==> config.mk <==
export PLATFORM = sky130hd
export DESIGN_NAME = uls_line_status
export DESIGN_NICKNAME = d
export VERILOG_FILES = /design/src/logic/uls_pkg.sv /design/src/logic/uls_fifo_if.sv /design/src/logic/uls_rx_mem.sv /design/src/logic/uls_line_status.sv
export SDC_FILE = /design/constraint.sdc
export NUM_CORES = 1
export LEC_CHECK = 0
export BUFFER_PORTS_ARGS = -buffer_cell sky130_fd_sc_hd__buf_2
export CAP_MARGIN = 25
export CORE_ASPECT_RATIO = 0.7
export CORE_MARGIN = 3
export CORE_UTILIZATION = 30
export DETAILED_ROUTE_END_ITERATION = 10
export PLACE_DENSITY_LB_ADDON = 0.3
export SLEW_MARGIN = 20
export SYNTH_ARGS = -nofsm -noshare
export SYNTH_HDL_FRONTEND = slang
export SYNTH_SLANG_ARGS = --single-unit
==> constraint.sdc <==
create_clock -name CLK_I -period 5.4 [get_ports CLK_I]
set_input_delay 0.54 -clock CLK_I [delete_from_list [all_inputs] [get_ports CLK_I]]
set_output_delay 0.54 -clock CLK_I [all_outputs]
set_load 0.005 [all_outputs]
==> src/logic/uls_pkg.sv <==
// Shared constants and types of the UART line status flag block.
// Assumes one core clock; every user of it imports uls_pkg::*.
package uls_pkg;

    // ------------------------------------------------------------------
    // Status byte bit positions
    // ------------------------------------------------------------------
    localparam int LS_RX_READY  = 0;
    localparam int LS_OVERRUN   = 1;
    localparam int LS_PARITY    = 2;
    localparam int LS_FRAMING   = 3;
    localparam int LS_BREAK     = 4;
    localparam int LS_THR_EMPTY = 5;
    localparam int LS_TX_EMPTY  = 6;
    localparam int LS_FIFO_ERR  = 7;

    // ------------------------------------------------------------------
    // Receive entry layout: data byte plus three error flags
    // ------------------------------------------------------------------
    localparam int ULS_DATA_W   = 8;
    localparam int ULS_ENTRY_W  = 11;
    localparam int ENT_PE       = 8;
    localparam int ENT_FE       = 9;
    localparam int ENT_BI       = 10;

    // ------------------------------------------------------------------
    // Reset values and fixed contents
    // ------------------------------------------------------------------
    localparam logic [7:0]  LS_RESET_VAL   = 8'h60;
    localparam logic [7:0]  ULS_BREAK_DATA = 8'h00;
    localparam logic [10:0] ULS_ENTRY_RST  = 11'h000;
    localparam int          ULS_HOLD_DEPTH = 1;

    typedef logic [ULS_ENTRY_W-1:0] uls_entry_t;

    // Break tracking states
    typedef enum logic [1:0]
    {
        BRK_IDLE   = 2'b01,
        BRK_ACTIVE = 2'b10
    } uls_brk_e;

endpackage : uls_pkg

==> src/logic/uls_fifo_if.sv <==
// Port bundle between the receive FIFO control and its storage array.
// Assumes both ends run on the same core clock.
`timescale 1ns/10ps
`default_nettype none
interface uls_fifo_if
#(
    parameter int AW = 4
);
    import uls_pkg::*;

    logic            wr_en;
    logic [AW-1:0]   wr_addr;
    uls_entry_t      wr_data;
    logic [AW-1:0]   rd_addr;
    uls_entry_t      rd_data;

    modport ctrl (output wr_en, output wr_addr, output wr_data,
                  output rd_addr, input rd_data);
    modport mem  (input wr_en, input wr_addr, input wr_data,
                  input rd_addr, output rd_data);
endinterface : uls_fifo_if
`default_nettype wire

==> src/logic/uls_rx_mem.sv <==
// Storage array of the receive FIFO with a registered read port.
// Assumes the controller presents the address of the next head entry.
`timescale 1ns/10ps
`default_nettype none
module uls_rx_mem
    import uls_pkg::*;
#(
    parameter int DEPTH = 16
)
(
    input  wire logic   clk_i,
    input  wire logic   rst_n_i,
    input  wire logic   ce_i,
    uls_fifo_if.mem     bus
);

    uls_entry_t mem [DEPTH];

    // Write port; no reset so the array maps onto plain RAM
    always_ff @(posedge clk_i)
    begin
        if (ce_i && bus.wr_en)
        begin
            mem[bus.wr_addr] <= bus.wr_data;
        end
    end

    // Registered read; bypass keeps a fresh head visible at once
    always_ff @(posedge clk_i)
    begin
        if (!rst_n_i)
        begin
            bus.rd_data <= ULS_ENTRY_RST;
        end
        else if (ce_i)
        begin
            if (bus.wr_en && (bus.wr_addr == bus.rd_addr))
            begin
                bus.rd_data <= bus.wr_data;
            end
            else
            begin
                bus.rd_data <= mem[bus.rd_addr];
            end
        end
    end

endmodule // uls_rx_mem
`default_nettype wire

==> src/logic/uls_line_status.sv <==
// Line status flag logic: receive FIFO with per-entry error flags,
// transmit empty tracking and the read-only status byte.
// Assumes receiver, transmitter and host strobes are synchronous to CLK_I.
`timescale 1ns/10ps
`default_nettype none

// Notes on behaviour
// In FIFO mode bit 7 is high while any stored receive entry carries an error flag.
// Bit 7 drops by itself once no stored entry carries an error flag.
// Outside FIFO mode bit 6 is high when holding and shifter are empty.
// In FIFO mode bit 6 is high only when tx FIFO and shifter are empty.
// Outside FIFO mode bit 5 sets on load to the shifter, clears on write.
// In FIFO mode bit 5 follows an empty tx FIFO; a write clears it only through TX_FIFO_EMPTY_I.
// The transmit interrupt is high while bit 5 and its enable are set.
// Bit 4 is set when the line stayed low for a whole frame.
// In FIFO mode each break condition stores one break entry, or none if the FIFO is full when it begins.
// Bit 3 is set when a received character had no valid stop bit.
// In FIFO mode bit 3 belongs to the entry at the head of the FIFO.
// After reset bits 7, 4 and 3 read zero.
// Bit 2 shows a parity error, for the head entry in FIFO mode.
// A character ending while the FIFO is full sets bit 1 and is dropped.
// Bit 0 is high while at least one received character is waiting.
// Parity, framing and break flags are stored with every entry.
// A break is stored as a zero data byte tagged with the break flag.
module uls_line_status
    import uls_pkg::*;
#(
    parameter int DEPTH = 16
)
(
    input  wire logic                    CLK_I,
    input  wire logic                    RESET_N_I,
    input  wire logic                    CE_I,
    input  wire logic                    FIFO_MODE_I,
    input  wire logic                    THR_IE_I,
    input  wire logic                    RX_CHAR_VALID_I,
    input  wire logic [uls_pkg::ULS_DATA_W-1:0] RX_DATA_I,
    input  wire logic                    RX_PARITY_ERR_I,
    input  wire logic                    RX_FRAME_ERR_I,
    input  wire logic                    RX_BREAK_I,
    input  wire logic                    RD_RX_I,
    input  wire logic                    RD_STATUS_I,
    input  wire logic                    WR_TX_I,
    input  wire logic                    TX_LOAD_I,
    input  wire logic                    TX_FIFO_EMPTY_I,
    input  wire logic                    TX_SHIFT_BUSY_I,
    output logic [uls_pkg::ULS_DATA_W-1:0] RX_DATA_O,
    output logic [7:0]                   LINE_STATUS_O,
    output logic                         TX_IRQ_O
);
    import uls_pkg::*;

    localparam int AW    = $clog2(DEPTH);
    localparam int CNT_W = AW + 1;

    // ------------------------------------------------------------------
    // Elaboration checks
    // ------------------------------------------------------------------
    // Pointers wrap naturally, so the depth must be a power of two
    if (DEPTH < 2 || (DEPTH & (DEPTH - 1)) != 0)
    begin : g_bad_depth
        $error("DEPTH must be a power of two of at least 2");
    end

    // ------------------------------------------------------------------
    // Declarations
    // ------------------------------------------------------------------
    uls_brk_e           brk_st;
    logic               fifo_mode_q;
    logic [AW-1:0]      wptr;
    logic [AW-1:0]      rptr;
    logic [AW-1:0]      next_rptr;
    logic [CNT_W-1:0]   rx_count;
    logic [CNT_W-1:0]   err_cnt;
    logic [CNT_W-1:0]   capacity;
    logic               rx_full;
    logic               push_brk;
    logic               push_req;
    logic               push;
    logic               pop;
    logic               push_err;
    logic               head_err;
    logic               mode_flip;
    logic               overrun;
    logic               thr_full;
    logic               next_thr_full;
    logic               next_thr_empty;
    logic [7:0]         next_ls;
    logic [7:0]         line_status;
    logic               tx_irq;
    uls_entry_t         push_entry;
    uls_entry_t         head;

    uls_fifo_if #(.AW(AW)) fifo_bus ();

    // ------------------------------------------------------------------
    // Receive storage
    // ------------------------------------------------------------------
    uls_rx_mem #(.DEPTH(DEPTH)) u_rx_mem
    (
        .clk_i   (CLK_I),
        .rst_n_i (RESET_N_I),
        .ce_i    (CE_I),
        .bus     (fifo_bus.mem)
    );

    assign head = fifo_bus.rd_data;

    // ------------------------------------------------------------------
    // Push and pop decisions
    // ------------------------------------------------------------------
    // Holding register is a one-deep FIFO outside FIFO mode
    assign capacity  = fifo_mode_q ? CNT_W'(DEPTH) : CNT_W'(ULS_HOLD_DEPTH);
    assign rx_full   = (rx_count >= capacity);
    assign mode_flip = (FIFO_MODE_I != fifo_mode_q);
    // Only the first frame of a low line becomes an entry
    assign push_brk  = RX_BREAK_I && (brk_st == BRK_IDLE);
    assign push_req  = push_brk
                     || (RX_CHAR_VALID_I && !RX_BREAK_I
                         && (brk_st == BRK_IDLE));
    assign push      = push_req && !rx_full;
    assign pop       = RD_RX_I && (rx_count != '0);
    assign next_rptr = pop ? rptr + AW'(1) : rptr;
    assign head_err  = head[ENT_PE] || head[ENT_FE] || head[ENT_BI];

    // Entry built from receiver flags, or a tagged zero byte for a break
    always_comb
    begin
        if (push_brk)
        begin
            push_entry = {1'b1, 1'b0, 1'b0, ULS_BREAK_DATA};
        end
        else
        begin
            push_entry = {1'b0, RX_FRAME_ERR_I, RX_PARITY_ERR_I,
                          RX_DATA_I};
        end
    end

    assign push_err          = push_entry[ENT_PE] || push_entry[ENT_FE]
                             || push_entry[ENT_BI];
    assign fifo_bus.wr_en    = push && CE_I && !mode_flip;
    assign fifo_bus.wr_addr  = wptr;
    assign fifo_bus.wr_data  = push_entry;
    assign fifo_bus.rd_addr  = next_rptr;

    // ------------------------------------------------------------------
    // Break tracking
    // ------------------------------------------------------------------
    // Stays active until the line returns high, however long it is low
    always_ff @(posedge CLK_I)
    begin
        if (!RESET_N_I)
        begin
            brk_st <= BRK_IDLE;
        end
        else if (CE_I)
        begin
            case (brk_st)
                BRK_IDLE:   if (RX_BREAK_I) brk_st <= BRK_ACTIVE;
                BRK_ACTIVE: if (!RX_BREAK_I) brk_st <= BRK_IDLE;
                default:    brk_st <= BRK_IDLE;
            endcase
        end
    end

    // ------------------------------------------------------------------
    // Pointers, occupancy and error count
    // ------------------------------------------------------------------
    // A mode change flushes the receive side so stale entries vanish
    always_ff @(posedge CLK_I)
    begin
        if (!RESET_N_I)
        begin
            fifo_mode_q <= 1'b0;
            wptr        <= '0;
            rptr        <= '0;
            rx_count    <= '0;
            err_cnt     <= '0;
        end
        else if (CE_I)
        begin
            fifo_mode_q <= FIFO_MODE_I;
            if (mode_flip)
            begin
                wptr     <= '0;
                rptr     <= '0;
                rx_count <= '0;
                err_cnt  <= '0;
            end
            else
            begin
                rptr <= next_rptr;
                if (push)
                begin
                    wptr <= wptr + AW'(1);
                end
                rx_count <= rx_count + CNT_W'(push) - CNT_W'(pop);
                // Count of stored entries that carry any flag
                err_cnt  <= err_cnt + CNT_W'(push && push_err)
                          - CNT_W'(pop && head_err);
            end
        end
    end

    // ------------------------------------------------------------------
    // Overrun flag
    // ------------------------------------------------------------------
    // Set wins over the clear by a status read in the same cycle
    always_ff @(posedge CLK_I)
    begin
        if (!RESET_N_I)
        begin
            overrun <= 1'b0;
        end
        else if (CE_I)
        begin
            if (push_req && rx_full)
            begin
                overrun <= 1'b1;
            end
            else if (RD_STATUS_I)
            begin
                overrun <= 1'b0;
            end
        end
    end

    // ------------------------------------------------------------------
    // Transmit holding register occupancy
    // ------------------------------------------------------------------
    // A host write in the same cycle as a transfer leaves it full
    always_comb
    begin
        if (fifo_mode_q)
        begin
            next_thr_full  = 1'b0;
            next_thr_empty = TX_FIFO_EMPTY_I;
        end
        else
        begin
            next_thr_full  = WR_TX_I || (thr_full && !TX_LOAD_I);
            next_thr_empty = !next_thr_full;
        end
    end

    always_ff @(posedge CLK_I)
    begin
        if (!RESET_N_I)
        begin
            thr_full <= 1'b0;
        end
        else if (CE_I)
        begin
            thr_full <= next_thr_full;
        end
    end

    // ------------------------------------------------------------------
    // Status byte
    // ------------------------------------------------------------------
    // Receive bits lag state by one edge; transmit bits use next state
    always_comb
    begin
        next_ls               = '0;
        next_ls[LS_RX_READY]  = (rx_count != '0);
        next_ls[LS_OVERRUN]   = overrun;
        next_ls[LS_PARITY]    = (rx_count != '0) && head[ENT_PE];
        next_ls[LS_FRAMING]   = (rx_count != '0) && head[ENT_FE];
        next_ls[LS_BREAK]     = (rx_count != '0) && head[ENT_BI];
        next_ls[LS_THR_EMPTY] = next_thr_empty;
        next_ls[LS_TX_EMPTY]  = next_thr_empty && !TX_SHIFT_BUSY_I;
        next_ls[LS_FIFO_ERR]  = fifo_mode_q && (err_cnt != '0);
    end

    always_ff @(posedge CLK_I)
    begin
        if (!RESET_N_I)
        begin
            line_status <= LS_RESET_VAL;
            tx_irq      <= 1'b0;
        end
        else if (CE_I)
        begin
            line_status <= next_ls;
            tx_irq      <= next_thr_empty && THR_IE_I;
        end
    end

    assign LINE_STATUS_O = line_status;
    assign TX_IRQ_O      = tx_irq;
    assign RX_DATA_O     = head[ULS_DATA_W-1:0];
endmodule // uls_line_status
`default_nettype wire

==> results of run 1 <==
-- final cells by class --
class / instances / share of cell area [%]
Clock buffer: 23 / 4.607
Clock inverter: 19 / 1.622
Inverter: 32 / 0.9614
Multi-Input combinational cell: 549 / 35.98
Sequential cell: 219 / 49.25
Tap cell: 480 / 4.807
Timing Repair Buffer: 59 / 2.764
-- state kept, by name (all words and copies together), names as in the netlist, 2 cells and up --
name and cells:
LINE_STATUS_O 8, brk_st 2, err_cnt 5, fifo_bus.wr_addr 4, rptr 4, rx_count 5, u_rx_mem.bus.rd_data 11, u_rx_mem.mem 176
-- layout by cell type (no fill, tap or decap), drive strengths merged, types with 21 or more instances in the layout --
cell	count
a22oi	28
dfxtp	43
buf	59
a221oi	54
nor2b	22
edfxtp	176
mux4	23
o21ai	54
inv	32
nand2	55
nor2	37
ha	21
clkbuf	23
mux2	53
mux2i	28
-- cells by family (layout without fill, tap and decap cells) --
family                   count (synthesis)  after routing  synth area share (%)
flip-flops                             219            219                 55.43
adder cells (fa/ha/maj)                 23             23                 2.731
AO/OA/AOI/OAI                          223            223                 14.76
buffers and inverters                  109            133                 4.469
XOR/XNOR                                14             14                 1.241
AND/OR/NAND/NOR                        185            185                 8.780
multiplexers                           104            104                 12.58
-- critical path, cell delays in order, from the launching register on --
cell and delay [ns]:
dfxtp_1 0.47, inv_1 0.16, ha_1 0.32, nand3b_1 0.08, o2111ai_1 0.25, a211oi_2 0.47
o31ai_1 0.15, ha_1 0.29, inv_1 0.05, ha_1 0.15, inv_1 0.05, fa_1 0.40
inv_1 0.07, a21oi_1 0.06, o21bai_1 0.15, xnor2_1 0.16, o21ai_0 0.11, a22oi_1 0.22
nor2b_1 0.06
-- worst paths after layout --
check | endpoint | slack (ns) | cells past startpoint
setup / recovery | err_cnt[4] | 1.61 | 18
hold / removal | LINE_STATUS_O[6] | 0.20 | 2
hold reg to reg | TX_IRQ_O | 0.47 | 2
setup reg to reg | err_cnt[4] | 1.61 | 18
-- report_power, final --
part           switching (uW)  internal, uW  total [uW]
registers                35.1          1870        1900
logic                     375           235         610
clock network             688           972        1660
-- routing by layer --
metal	up-vias	routed length (um)	GRT usage, %
li1	3408	-	-
met1	3771	15040	23.42
met2	243	12720	21.65
met3	41	2242	3.725
met4	0	540	3.171
met5	-	0	0
-- metrics by stage --
| step | utilization (%) | power (uW) | std cells | setup WS, ns |
|---|---|---|---|---|
| finish | 34.50 | 4173 | 1381 | 1.607 |
| floorplan | - | 2379 | 877 | 1.931 |
| global placement | 32.33 | 2542 | 1338 | 1.663 |
| detailed placement | 32.33 | 2547 | 1338 | 1.613 |
| global route | 34.50 | 4336 | 1381 | 1.241 |
| CTS | 34.48 | 4200 | 1380 | 1.593 |
==> run summary, run 1 <==
status -> finished, final reports clean
CTS Buf Count -> 23
first-pass GRT wire length -> 46370 um
Hold Path Class -> in -> reg
EDFF count, synth -> 176
Root Driver -> clkbuf_16
# clock sinks -> 219
area post-placement -> 11710 um^2
Critical Path Fanout Max -> 7
type of origin of the critical path -> flip-flop
die height -> 166.8 um
placement row count -> 58
NumNets Final -> 930
RSZ-0062 raised after global routing -> false
Hold Buf Count CTS -> 0
1st-iter DRT viols -> 718
Worst setup EP type -> flip-flop
fin crit period -> 3.793 ns
final hold violation count -> 0
area grow syn2layout -> 12.68%
Die Wd -> 235.8 um
reg2reg start -> fifo_mode_q
crit path kind -> reg -> reg
WL/cell -> 22.12 um
total core area -> 36210 um^2
Layout Skew -> 0.01698 ns
Synth Cell Area -> 11090 um^2
Seq/Total Area, Yosys -> 55.43%
top-count cell post-synth -> edfxtp_1
top cells by area, synth -> edfxtp_1, dfxtp_1, mux2_2
area leader, netlist -> edfxtp_1
Congestion Overflow GR -> 0
Top FF cell, synth -> edfxtp_1
setup bufs post-CTS -> 0
fill count -> 3503
post-DP HPWL -> 19480 um
WP data required -> 5.83 ns
slew at the pin with the worst max-slew slack -> 0.9888 ns
DRC viols -> 0
Final setup viols -> 0
H-tree Lvls -> 1
Max Cap Viol -> 0
cts repair resizes -> 0
worst-skew pair later-pin latency -> 0.53 ns
PD cells -> 334.0 nW/um^2
P_leak -> 0.003924 uW
VDD IR-drop max -> 0.2494 mV
RD Place Congestion -> 0.8459
synthesized net count -> 923
hold path start -> TX_SHIFT_BUSY_I
largest net degree at the start of global routing -> 77
Max Freq -> 263.6 MHz
DIE AREA -> 39340 um^2
Setup Total Neg Slack -> 0 ns
Final Max Slew Viols -> 0
layout cells sized above 1 -> 22.53%
Clock transition at path regs -> 0.06 ns
WL final -> 30540 um
initial antenna violation count -> 1
Seq. cell area -> 6153 um^2
Syn Inst Count -> 877
antenna-violating nets left -> 0
1st-pass router iterations -> 5
I/O Pins -> 40
starting density of the core -> 30.62%
top cells by count, synth -> edfxtp_1, a221oi_1, mux2_2, nand2_1, dfxtp_1
TritonCTS clock tree -> done
syn avg cell area -> 12.64 um^2
Yosys top cell area share -> 47.67%
area of the multi-input gates -> 4496 um^2
vias in the first global route -> 7403
design area -> 12490 um^2
#FFs+latches synth -> 219
crit path launch -> fifo_mode_q
vias per inst -> 5.404
smallest hold slack -> 0.2024 ns
max_slew headroom -> 33.94%
Final period util -> 70.25%
CP arrival -> 4.22 ns
GRT Resource Usage Total -> 15.26%
Longest Clk Path Bufs -> 3
port buffer count -> 39
synth warn -> 0
Synth async-reset ratio -> 0%
vias -> 7463
Synth cell types -> 68
ANT cells -> 0
No activity file was read; power rests on OpenSTA's default activity.
==> inputs of run 2 (changes only) <==
==> constraint.sdc (replaced) <==
create_clock -name CLK_I -period 3.81 [get_ports CLK_I]
set_input_delay 0.381 -clock CLK_I [delete_from_list [all_inputs] [get_ports CLK_I]]
set_output_delay 0.381 -clock CLK_I [all_outputs]
set_load 0.005 [all_outputs]
==> run summary, run 2 (synthesis results as in run 1) <==
Placed Cells incl. Taps -> 1356 (+1.3%)
DIE AREA -> 39340 um^2 (unchanged)
Seq. cell area -> 6155 um^2 (about the same)
slew at the pin with the worst max-slew slack -> 0.8752 ns (-0.1136 ns)
Critical Path Fanout Max -> 7 (unchanged)
P_leak -> 0.004043 uW (+3.0%)
port buffer count -> 39 (unchanged)
largest net degree at the start of global routing -> 77 (unchanged)
post-DP HPWL -> 19650 um (+0.85%)
antenna-violating nets left -> 0 (unchanged)
Largest register FFs -> 176 (unchanged)
setup slack after layout -> 0.3267 ns (-1.280 ns)
crit-path max cell delay -> 0.41 ns (-0.06 ns)
RD Place Congestion -> 0.7971 (-5.8%)
Final Core Density -> 35.12% (+0.62 points)
area post-placement -> 11880 um^2 (+1.5%)
Buf+Inv Stages, Crit Path -> 4 (unchanged)
largest register by flop count -> u_rx_mem.mem
DRC viols -> 0 (unchanged)
Max Cap Viol -> 0 (unchanged)
max_slew headroom -> 41.65% (+7.7 points)
Hold Buf Count CTS -> 0 (unchanged)
most frequent cells in the layout -> edfxtp_1, a221oi_1, nand2_1, mux2_2, dfxtp_1
vias -> 7673 (+2.8%)
Longest Clk Path Bufs -> 3 (unchanged)
design area -> 12720 um^2 (+1.8%)
final cell count without fillers -> 1398 (+1.2%)
worst hold stages -> 2 (unchanged)
crit path kind -> reg -> reg
Die Wd -> 235.8 um (unchanged)
vias in the first global route -> 7477 (+1.0%)
Final setup viols -> 0 (unchanged)
worst reg-to-reg path cell count -> 17 (-1)
Root Driver -> clkbuf_16
1st-pass router iterations -> 5 (unchanged)
Congestion Overflow GR -> 0 (unchanged)
WL/cell -> 22.32 um (+0.92%)
H-tree Lvls -> 1 (unchanged)
layout cells sized above 1 -> 24.21% (+1.7 points)
slowest CP cell -> fa_1
Hold Path Class -> in -> reg
Crit path max-delay family -> adder cells
final hold violation count -> 0 (unchanged)
dpl ws -> 0.1169 ns (-1.496 ns)
PD cells -> 476.9 nW/um^2 (+43%)
I/O Pins -> 40 (unchanged)
WP data required -> 4.22 ns (-1.61 ns)
Final Max Slew Viols -> 0 (unchanged)
most common cell after layout, fill and taps aside -> edfxtp_1
placement row count -> 58 (unchanged)
Layout Skew -> 0.01293 ns (-0.004056 ns)
first-pass GRT wire length -> 47240 um (+1.9%)
starting density of the core -> 30.62% (unchanged)
NumNets Final -> 947 (+1.8%)
initial antenna violation count -> 2 (+1)
area grow syn2layout -> 14.70%
Final period util -> 91.42% (+21 points)
total core area -> 36210 um^2 (unchanged)
status -> finished, final reports clean
RSZ-0062 raised after global routing -> false
fill count -> 3484 (-0.54%)
CP Depth -> 17 (-1)
worst-skew pair later-pin latency -> 0.52 ns (about the same)
# clock sinks -> 219 (unchanged)
fin crit period -> 3.483 ns (-0.3101 ns)
WL final -> 31210 um (+2.2%)
Worst setup EP type -> flip-flop
type of origin of the critical path -> flip-flop
crit path cell chain -> inv_1, ha_1, nand3b_1, o2111ai_2, a211oi_2, buf_4, inv_1, ha_1, inv_1, ha_1, fa_1, a21oi_1, o21bai_1, xnor2_1, o21ai_0, a22oi_1, nor2b_1
1st-iter DRT viols -> 718 (unchanged)
Clock transition at path regs -> 0.07 ns (about the same)
setup bufs post-CTS -> 0 (unchanged)
vias per inst -> 5.489 (+1.6%)
Setup Total Neg Slack -> 0 ns (unchanged)
GRT Resource Usage Total -> 15.56% (+0.30 points)
CTS Buf Count -> 23 (unchanged)
VDD IR-drop max -> 0.3384 mV (+36%)
cts repair resizes -> 0 (unchanged)
TritonCTS clock tree -> done
CP arrival -> 3.89 ns (-0.33 ns)
area of the multi-input gates -> 4504 um^2 (+0.19%)
die height -> 166.8 um (unchanged)
Max Freq -> 287.1 MHz (+8.9%)
==> run 2: cell count changes in the layout (fill, tap and decap cells not counted), moves of 3 or more <==
cell | previous run | this run
buf_4 | 20 | 34
clkinv_2 | 7 | 1
clkinv_1 | 5 | 2
clkbuf_1 | 0 | 3
buf_12 | 0 | 3
==> run 2: report_power, final <==
group	total, uW	internal [uW]	switching, uW
Combinational	901	359	541
Sequential	2690	2650	40.8
Clock	2480	1500	978
Total	6060	4500	1560
==> run 2: per-stage QoR <==
stage               hold WS (ns)  total power [uW]
floorplan                 0.4512              3371
global placement          0.4522              3619
detailed placement        0.4604              3632
CTS                      0.07950              6105
global route             0.08226              6305
finish                   0.08939              6065
==> run 2: layer usage <==
| metal | global-route usage, % | vias to the layer above | routed length [um] |
|---|---|---|---|
| met5 | 0 | - | 0 |
| met4 | 3.198 | 0 | 586 |
| met3 | 3.244 | 37 | 2543 |
| met2 | 21.97 | 249 | 12680 |
| met1 | 24.34 | 3937 | 15390 |
| li1 | - | 3450 | - |
==> run 2: layout make-up <==
class	count	share of cell area (%)
diodes	1	0.01968
clock buffers	28	4.831
clock inverters	13	1.653
inverters	32	0.9445
multi-input cells	549	35.42
flip-flops and latches	219	48.40
well taps	480	4.723
repair buffers	76	4.014
==> run 2: path summary, 6_finish.rpt <==
| path | startpoint | end | slack, ns |
|---|---|---|---|
| worst min-delay path | TX_SHIFT_BUSY_I | LINE_STATUS_O[6] | 0.09 |
| worst min register to register | TX_IRQ_O | TX_IRQ_O | 0.47 |
| worst max-delay path | fifo_mode_q | rx_count[4] | 0.33 |
| worst max register to register | fifo_mode_q | rx_count[4] | 0.33 |
